**src/common/dcs_pkg.sv**
```systemverilog
// Purpose: constants shared by the debug control/status block
// Assumes: 8-bit registers reached through host debug commands
// Notes: command codes, field positions, reset value, write mask, ack byte, reset pulse length and decoder states
package dcs_pkg;
	localparam logic [7:0] CMD_READ_STATUS = 8'h02;
	localparam logic [7:0] CMD_WRITE_CONTROL = 8'h04;
	localparam logic [7:0] CMD_READ_CONTROL = 8'h05;
	localparam logic [7:0] ACK_BYTE = 8'hff;
	localparam logic [7:0] BREAKPOINT_OPCODE = 8'h00;
	localparam logic [7:0] CONTROL_RESET_VALUE = 8'h00;
	localparam logic [7:0] CONTROL_WRITE_MASK = 8'hf1;
	localparam int CTL_HALT_REQUEST = 7;
	localparam int CTL_BRK_ALLOW = 6;
	localparam int CTL_NOTIFY_EN = 5;
	localparam int CTL_SPIN_SEL = 4;
	localparam int CTL_DEVICE_RESET = 0;
	localparam int STAT_IDLE = 7;
	localparam int STAT_HALT = 6;
	localparam int STAT_LOCK = 5;
	localparam int RESET_PULSE_CYCLES = 16;
	typedef enum logic [1:0] {
		CMD_IDLE = 2'b00,
		CMD_WAIT_DATA = 2'b01
	} dcs_cmd_state_t;
endpackage

```
**src/logic/dcs_reset_seq.sv**
```systemverilog
// Purpose: timed system reset pulse started by the debug unit
// Assumes: start is a one-cycle pulse on CLK
// Notes: done pulses once the reset pulse has ended
`timescale 1ns/1ps
module dcs_reset_seq #(
	parameter int CYCLES = dcs_pkg::RESET_PULSE_CYCLES
) (
	input wire logic clk, // system clock
	input wire logic resetn, // async reset, active low
	input wire logic start, // begin a reset pulse
	output logic sys_reset, // reset to the rest of the device
	output logic done // one-cycle pulse at end
);
	logic [7:0] count_reg;
	logic [7:0] count_next;
	logic sys_reset_reg;
	logic sys_reset_next;
	logic done_reg;
	logic done_next;

	always_comb
	begin
		count_next = count_reg;
		sys_reset_next = sys_reset_reg;
		done_next = 1'b0;
		if (start && !sys_reset_reg)
		begin
			sys_reset_next = 1'b1;
			count_next = 8'(CYCLES - 1);
		end
		else if (sys_reset_reg)
		begin
			if (count_reg == 8'h00)
			begin
				sys_reset_next = 1'b0;
				done_next = 1'b1;
			end
			else
			begin
				count_next = count_reg - 8'h01;
			end
		end
	end

	always_ff @(posedge clk or negedge resetn)
	begin
		if (!resetn)
		begin
			count_reg <= 8'h00;
			sys_reset_reg <= 1'b0;
			done_reg <= 1'b0;
		end
		else
		begin
			count_reg <= count_next;
			sys_reset_reg <= sys_reset_next;
			done_reg <= done_next;
		end
	end

	assign sys_reset = sys_reset_reg;
	assign done = done_reg;
endmodule

```
**src/logic/dcs_top.sv**
```systemverilog
// Purpose: debug unit control and status registers with host command decode
// Assumes: host bytes arrive as strobed bytes on CLK; cpu signals on CLK
// Notes: RESETN is the debug unit's own reset; SYS_RESET is not fed back
// Notes: with bit 4 clear, a breakpoint beats a same-cycle host write to bit 7
// Notes: lock and halt pins pass two flops before any logic reads them
// Notes on behaviour
// - writing 81h resets the device and leaves the cpu stopped
// - writing 41h resets the device and lets the cpu run
// - writing 40h in debug mode resumes execution
// - control bit 7 halts instruction fetch; clearing it resumes
// - enabled breakpoint opcode with bit 4 clear sets control bit 7 by hardware
// - with readout lock, writing 0 to bit 7 is ignored
// - bit 6 clear makes opcode 00h a no-op; set makes it a breakpoint
// - bit 5 set sends ffh to host on every breakpoint
// - breakpoint with bit 4 clear sets bit 7 and enters debug mode
// - breakpoint with bit 4 set makes the cpu spin on the opcode
// - control bit 0 resets the device but not the debug unit
// - control bit 0 clears itself when that reset completes
// - status bit 7 reads 1 in debug mode
// - status bit 7 reads 1 after a breakpoint since last control write
// - status bit 6 reads 1 while in halt low-power state
// - status bit 5 reads 1 when readout lock option bit is 0
// - status low bits read 0; status register is read-only
// - command 04h plus one data byte writes the control register
// - command 05h returns the control register
// - command 02h returns the status register
`timescale 1ns/1ps
module dcs_top #(
	parameter int RESET_CYCLES = dcs_pkg::RESET_PULSE_CYCLES
) (
	input wire logic CLK, // system clock
	input wire logic RESETN, // async reset, active low
	input wire logic RX_VALID, // host byte strobe
	input wire logic [7:0] RX_DATA, // host byte
	output logic TX_VALID, // reply byte strobe
	output logic [7:0] TX_DATA, // reply byte
	input wire logic OPCODE_VALID, // cpu decoded an opcode
	input wire logic [7:0] OPCODE, // decoded opcode
	input wire logic HALT_STATE, // cpu in halt low-power state
	input wire logic LOCK_OPTION_N, // readout lock option bit, 0 = on
	output logic CPU_STOP, // stop instruction fetch
	output logic CPU_SPIN, // re-execute breakpoint opcode
	output logic CPU_NOP, // treat current opcode as no-op
	output logic SYS_RESET // reset to rest of device
);
	dcs_pkg::dcs_cmd_state_t state_reg;
	dcs_pkg::dcs_cmd_state_t state_next;
	logic [7:0] control_reg;
	logic [7:0] control_next;
	logic brk_seen_reg;
	logic brk_seen_next;
	logic spin_reg;
	logic spin_next;
	logic nop_reg;
	logic nop_next;
	logic tx_valid_reg;
	logic tx_valid_next;
	logic [7:0] tx_data_reg;
	logic [7:0] tx_data_next;
	localparam int SYNC_COUNT = 2;
	localparam int SYNC_HALT = 0;
	localparam int SYNC_LOCK = 1;
	// lock idles unlocked (high), halt idles low
	localparam logic [SYNC_COUNT-1:0] SYNC_IDLE = 2'h2;
	logic [SYNC_COUNT-1:0] sync_in;
	logic [SYNC_COUNT-1:0] sync_out;
	logic reset_start_reg;
	logic reset_start_next;
	logic reset_done;
	logic [7:0] status_value;
	logic brk_hit;
	logic ctl_write;

	function automatic logic is_breakpoint(input logic valid, input logic [7:0] op);
		is_breakpoint = valid && (op == dcs_pkg::BREAKPOINT_OPCODE);
	endfunction

	function automatic logic is_command(input logic valid, input logic [7:0] data, input logic [7:0] code);
		is_command = valid && (data == code);
	endfunction

	dcs_reset_seq #(
		.CYCLES(RESET_CYCLES)
	) u_reset_seq (
		.clk(CLK),
		.resetn(RESETN),
		.start(reset_start_reg),
		.sys_reset(SYS_RESET),
		.done(reset_done)
	);

	// status word, low bits always zero
	always_comb
	begin
		status_value = 8'h00;
		status_value[dcs_pkg::STAT_IDLE] = control_reg[dcs_pkg::CTL_HALT_REQUEST] || brk_seen_reg;
		status_value[dcs_pkg::STAT_HALT] = sync_out[SYNC_HALT];
		status_value[dcs_pkg::STAT_LOCK] = !sync_out[SYNC_LOCK];
	end

	assign brk_hit = is_breakpoint(OPCODE_VALID, OPCODE) && control_reg[dcs_pkg::CTL_BRK_ALLOW];
	assign ctl_write = (state_reg == dcs_pkg::CMD_WAIT_DATA) && RX_VALID;
	assign sync_in[SYNC_HALT] = HALT_STATE;
	assign sync_in[SYNC_LOCK] = LOCK_OPTION_N;

	// two flops on each pin from outside the clock domain
	for (genvar g = 0; g < SYNC_COUNT; g++)
	begin : g_sync
		logic s1_reg;
		logic s1_next;
		logic s2_reg;
		logic s2_next;

		always_comb
		begin
			s1_next = sync_in[g];
			s2_next = s1_reg;
		end

		always_ff @(posedge CLK or negedge RESETN)
		begin
			if (!RESETN)
			begin
				s1_reg <= SYNC_IDLE[g];
				s2_reg <= SYNC_IDLE[g];
			end
			else
			begin
				s1_reg <= s1_next;
				s2_reg <= s2_next;
			end
		end

		assign sync_out[g] = s2_reg;
	end

	// host command decoder
	always_comb
	begin
		state_next = state_reg;
		case (state_reg)
			dcs_pkg::CMD_IDLE:
			begin
				// read commands answer at once, other bytes are ignored
				if (is_command(RX_VALID, RX_DATA, dcs_pkg::CMD_WRITE_CONTROL))
				begin
					state_next = dcs_pkg::CMD_WAIT_DATA;
				end
			end
			dcs_pkg::CMD_WAIT_DATA:
			begin
				if (RX_VALID)
				begin
					state_next = dcs_pkg::CMD_IDLE;
				end
			end
			default:
			begin
				state_next = dcs_pkg::CMD_IDLE;
			end
		endcase
	end

	always_ff @(posedge CLK or negedge RESETN)
	begin
		if (!RESETN)
		begin
			state_reg <= dcs_pkg::CMD_IDLE;
		end
		else
		begin
			state_reg <= state_next;
		end
	end

	// control register and breakpoint record
	always_comb
	begin
		control_next = control_reg;
		brk_seen_next = brk_seen_reg;
		reset_start_next = 1'b0;
		if (ctl_write)
		begin
			// reserved bits kept zero whatever the host sends
			control_next = RX_DATA & dcs_pkg::CONTROL_WRITE_MASK;
			// under lock the halt bit only leaves by a unit reset
			if (!sync_out[SYNC_LOCK] && control_reg[dcs_pkg::CTL_HALT_REQUEST])
			begin
				control_next[dcs_pkg::CTL_HALT_REQUEST] = 1'b1;
			end
			brk_seen_next = 1'b0;
			reset_start_next = RX_DATA[dcs_pkg::CTL_DEVICE_RESET];
		end
		// breakpoint wins over a same-cycle control write
		if (brk_hit)
		begin
			brk_seen_next = 1'b1;
			if (!control_reg[dcs_pkg::CTL_SPIN_SEL])
			begin
				control_next[dcs_pkg::CTL_HALT_REQUEST] = 1'b1;
			end
		end
		// a host write in the same cycle keeps its own bit 0
		if (reset_done && !ctl_write)
		begin
			control_next[dcs_pkg::CTL_DEVICE_RESET] = 1'b0;
		end
	end

	always_ff @(posedge CLK or negedge RESETN)
	begin
		if (!RESETN)
		begin
			control_reg <= dcs_pkg::CONTROL_RESET_VALUE;
			brk_seen_reg <= 1'b0;
			reset_start_reg <= 1'b0;
		end
		else
		begin
			control_reg <= control_next;
			brk_seen_reg <= brk_seen_next;
			reset_start_reg <= reset_start_next;
		end
	end

	// reply byte to the host
	always_comb
	begin
		tx_valid_next = 1'b0;
		tx_data_next = tx_data_reg;
		if (state_reg == dcs_pkg::CMD_IDLE)
		begin
			if (is_command(RX_VALID, RX_DATA, dcs_pkg::CMD_READ_CONTROL))
			begin
				tx_valid_next = 1'b1;
				tx_data_next = control_reg;
			end
			else if (is_command(RX_VALID, RX_DATA, dcs_pkg::CMD_READ_STATUS))
			begin
				tx_valid_next = 1'b1;
				tx_data_next = status_value;
			end
		end
		// the acknowledge byte wins over a same-cycle read reply
		if (brk_hit && control_reg[dcs_pkg::CTL_NOTIFY_EN])
		begin
			tx_valid_next = 1'b1;
			tx_data_next = dcs_pkg::ACK_BYTE;
		end
	end

	always_ff @(posedge CLK or negedge RESETN)
	begin
		if (!RESETN)
		begin
			tx_valid_reg <= 1'b0;
			tx_data_reg <= 8'h00;
		end
		else
		begin
			tx_valid_reg <= tx_valid_next;
			tx_data_reg <= tx_data_next;
		end
	end

	// one-cycle cpu pulses for a decoded breakpoint opcode
	always_comb
	begin
		spin_next = 1'b0;
		nop_next = 1'b0;
		if (is_breakpoint(OPCODE_VALID, OPCODE))
		begin
			if (!control_reg[dcs_pkg::CTL_BRK_ALLOW])
			begin
				nop_next = 1'b1;
			end
			else if (control_reg[dcs_pkg::CTL_SPIN_SEL])
			begin
				spin_next = 1'b1;
			end
		end
	end

	always_ff @(posedge CLK or negedge RESETN)
	begin
		if (!RESETN)
		begin
			spin_reg <= 1'b0;
			nop_reg <= 1'b0;
		end
		else
		begin
			spin_reg <= spin_next;
			nop_reg <= nop_next;
		end
	end

	assign TX_VALID = tx_valid_reg;
	assign TX_DATA = tx_data_reg;
	assign CPU_STOP = control_reg[dcs_pkg::CTL_HALT_REQUEST];
	assign CPU_SPIN = spin_reg;
	assign CPU_NOP = nop_reg;
endmodule

```
**config.mk**
```make
export PLATFORM = sky130hd
export DESIGN_NAME = dcs_top
export DESIGN_NICKNAME = d
export VERILOG_FILES = /design/src/common/dcs_pkg.sv /design/src/logic/dcs_reset_seq.sv /design/src/logic/dcs_top.sv
export SDC_FILE = /design/constraint.sdc
export NUM_CORES = 1
export LEC_CHECK = 0
export BUFFER_PORTS_ARGS = -buffer_cell sky130_fd_sc_hd__buf_4
export CAP_MARGIN = 20
export CORE_UTILIZATION = 50
export CTS_CLUSTER_SIZE = 16
export DETAILED_ROUTE_END_ITERATION = 8
export GPL_TIMING_DRIVEN = 0
export PLACE_DENSITY_LB_ADDON = 0.08
export SLEW_MARGIN = 10
export SYNTH_ARGS = -nofsm -noshare
export SYNTH_HDL_FRONTEND = slang
export SYNTH_HIERARCHICAL = 1
export SYNTH_SLANG_ARGS = --single-unit
```
**constraint.sdc**
```tcl
create_clock -name CLK -period 5.1 [get_ports CLK]
set_input_delay 0.765 -clock CLK [delete_from_list [all_inputs] [get_ports CLK]]
set_output_delay 0.765 -clock CLK [all_outputs]
set_load 0.02 [all_outputs]
```
==> impl_metrics.tcl <==
set metrics [dict create \
    dieArea_um2 3120 \
    use_met2_pct 28.9 \
    fin_crit_ns 2.13 \
    synth_top_area_share_pct 50.0 \
    drt-pass1-iter-count 4 \
    synth_cell_types 43 \
    outcome "completed" \
    clk_path_buf_depth 2 \
    worstSkewPairLatency_ns 0.33 \
    cts_buffers 5 \
    p_leak_uw 0.000900 \
    critical_path_buf_inv_count 1 \
    worstSetupStartpointType "input port" \
    reg2reg_depth 6 \
    grt_setup_unrepaired "false" \
    grt-busiest-layer "met2" \
    antenna_cells 0 \
    path_cells "buf_4 > or4b_4 > nor4_1 > a2bb2oi_1" \
    drv_cap 0 \
    start_util_pct 52.6 \
    timing.clock.skew_ns 0.0103 \
    cp.required_ns 5.34 \
    die_y_um 55.9 \
    crit_start "OPCODE[6]" \
    dpl.hpwl_mm 2.08 \
    syn_avg_cell_area_um2 11.2 \
    wl_per_cell_um 13.7 \
    synthesis.area_um2 1450 \
    final-setup-viol-count 0 \
    ys_top_cells_by_count "dfrtp_1, nand2_1, inv_1, nor2_1, mux2i_1" \
    clk_pin_slew_ns 0.09 \
    globalplace.congestion 0.798 \
    worstSetupEndpointType "flop" \
    ctsRootBufferMaster "clkbuf_4" \
    synth_edf_count 0 \
    area_delta_synth_final_pct 23.6 \
    slew_headroom_pct 46.5 \
    grt_pass1_wl_mm 4.79 \
    antenna_found_initial 0 \
    h-tree-depth 2 \
    critPathTopFamily "simple AND/OR/NAND/NOR gates" \
    fp-row-count 19 \
    initialDrtViolationCount 16 \
    post-cts-setup-buffers 0 \
    die_x_um 55.9 \
    cp-endpoint "TX_DATA[6]$_DFFE_PN0P_" \
    cts_tree "done" \
    ff2ff_setup_slack_ns 3.32 \
    seq_area_frac_synth_pct 53.7 \
    cpMaxStageDelayCell "nor4_1" \
    async_flop_share_pct 100 \
    syn_nets 154 \
    ys_top_cells_by_area "dfrtp_1, mux2i_1, dfstp_2" \
    place_ws_ns 2.63 \
    io_pins 35 \
    synth.most_common_cell "dfrtp_1" \
    fill_cells 231 \
    largest_register_ff_count 8 \
    postCtsResizedCells 0 \
    ant_nets 0 \
    critPathArrivalTime_ns 2.37 \
    peakVddDrop_mv 0.373 \
    grtUsageTotal_pct 20.6 \
    setup_tns_ns 0 \
    clock_sinks 31 \
    synth_flop_cell "dfrtp_1" \
    ys.warnings.count 6 \
    vias 1125 \
    yosys.area.top_type "dfrtp_1" \
    use_met3_pct 6.28 \
    grtUsageMet1_pct 28.9 \
    pwr_density_cell_nw_per_um2 364 \
    fin_ws_ns 2.97 \
    core_area_um2 2760 \
    tightestPinTransition_ns 0.795 \
    holdBufCountCts 0 \
    fmax_mhz 470 \
    critPathKind "in -> reg" \
    synth_seq_cells 31 \
    hold_class "in -> async" \
    drive_gt1_share_pct 32.6 \
    via_per_inst 5.54 \
    synth_cells 130 \
    reg2reg_from "u_reset_seq/count_reg[0]$_DFFE_PN0P_" \
    portBuffers 34 \
    hold_viol_final 0 \
    dpl.cell_count 195 \
    num-nets-final 195 \
    slew_viol_final 0 \
    period_share_pct 41.7 \
    path_max_fanout 5 \
    path_depth 4 \
    wirelength_mm 2.78 \
    fin_cells 203 \
    grt_max_degree 32 \
    regToRegEndpoint "u_reset_seq/count_reg[0]$_DFFE_PN0P_" \
    grt_overflow 0 \
    grt_pass1_vias 1053 \
    slowest_delay_ns 0.71 \
    route.detailed.drc 0 \
]
-- final cells by class --
| type | instances | area, µm² | area share, % |
|---|---|---|---|
| Clock buffer | 8 | 48.8 | 2.72 |
| Tap cell | 31 | 38.8 | 2.16 |
| Inverter | 9 | 33.8 | 1.88 |
| Sequential cell | 31 | 778 | 43.4 |
| Multi-Input combinational cell | 84 | 601 | 33.5 |
| Timing Repair Buffer | 34 | 255 | 14.2 |
| Buffer | 6 | 37.5 | 2.09 |
-- metrics by stage --
step                      area [µm²]  total power [µW]  hold WS [ns]  util, %
after floorplan                 1450               460         0.331        -
after global placement          1740               516         0.339     63.2
after detailed placement        1740               525         0.342     63.2
after CTS                       1790               659         0.342     65.0
after global routing            1790               699         0.352     65.0
final                           1790               652         0.338     65.0
-- cell usage in the layout, fill, tap and decap left out, types with 2 or more instances in the layout --
cell type / Yosys / final
mux2i_1: 6 / 6
nor2_1: 7 / 7
a211oi_1: 2 / 2
dfstp_2: 2 / 2
or4_4: 2 / 2
mux2_2: 4 / 4
o21ai_1: 2 / 2
buf_4: 2 / 36
nand2b_1: 2 / 2
inv_1: 9 / 9
dfrtp_1: 29 / 29
nor2b_1: 3 / 3
or2_2: 2 / 2
nor3b_1: 3 / 3
clkbuf_1: 3 / 6
ha_1: 2 / 2
a221o_1: 2 / 2
nand3_1: 4 / 4
clkbuf_4: 0 / 5
nand2_1: 11 / 11
o21ai_0: 3 / 3
nor4_1: 4 / 4
o211ai_1: 5 / 5
-- report_power, final --
group          total, µW  internal, µW  switching, µW  leakage, µW
Combinational        184          92.1           92.3     0.000473
Clock                132          54.8           77.1    0.0000265
Sequential           336           290           45.4     0.000400
-- layer usage --
layer	up-vias	part of all wire [%]
li1	553	-
met1	542	48
met5	-	0
met2	24	45
met4	0	2.1
met3	6	4.6
-- worst min-delay path by stage --
stage,from,to,slack (ns),cells after the start
3_5_place_dp,g_sync[0].s1_reg$_DFF_PN0_,g_sync[0].s2_reg$_DFF_PN0_,0.34,0
3_3_place_gp,g_sync[0].s1_reg$_DFF_PN0_,g_sync[0].s2_reg$_DFF_PN0_,0.34,0
4_1_cts,RESETN,u_reset_seq/count_reg[0]$_DFFE_PN0P_,0.34,1
2_1_floorplan,g_sync[0].s1_reg$_DFF_PN0_,g_sync[0].s2_reg$_DFF_PN0_,0.33,0
5_1_grt,RESETN,u_reset_seq/count_reg[0]$_DFFE_PN0P_,0.35,1
6_report,RESETN,u_reset_seq/count_reg[0]$_DFFE_PN0P_,0.34,1
-- logic make-up (layout without fill, tap and decap cells) --
group / count (synthesis) / after routing / share of synthesized area, %
adders and majority gates: 2 / 2 / 1.73
AOI/OAI and AO/OA: 23 / 23 / 11.8
and+or+nand+nor: 49 / 49 / 20.6
buffers and inverters: 15 / 57 / 4.92
muxes: 10 / 10 / 7.25
DFF: 31 / 31 / 53.7
No activity file was read; power rests on OpenSTA's default activity.
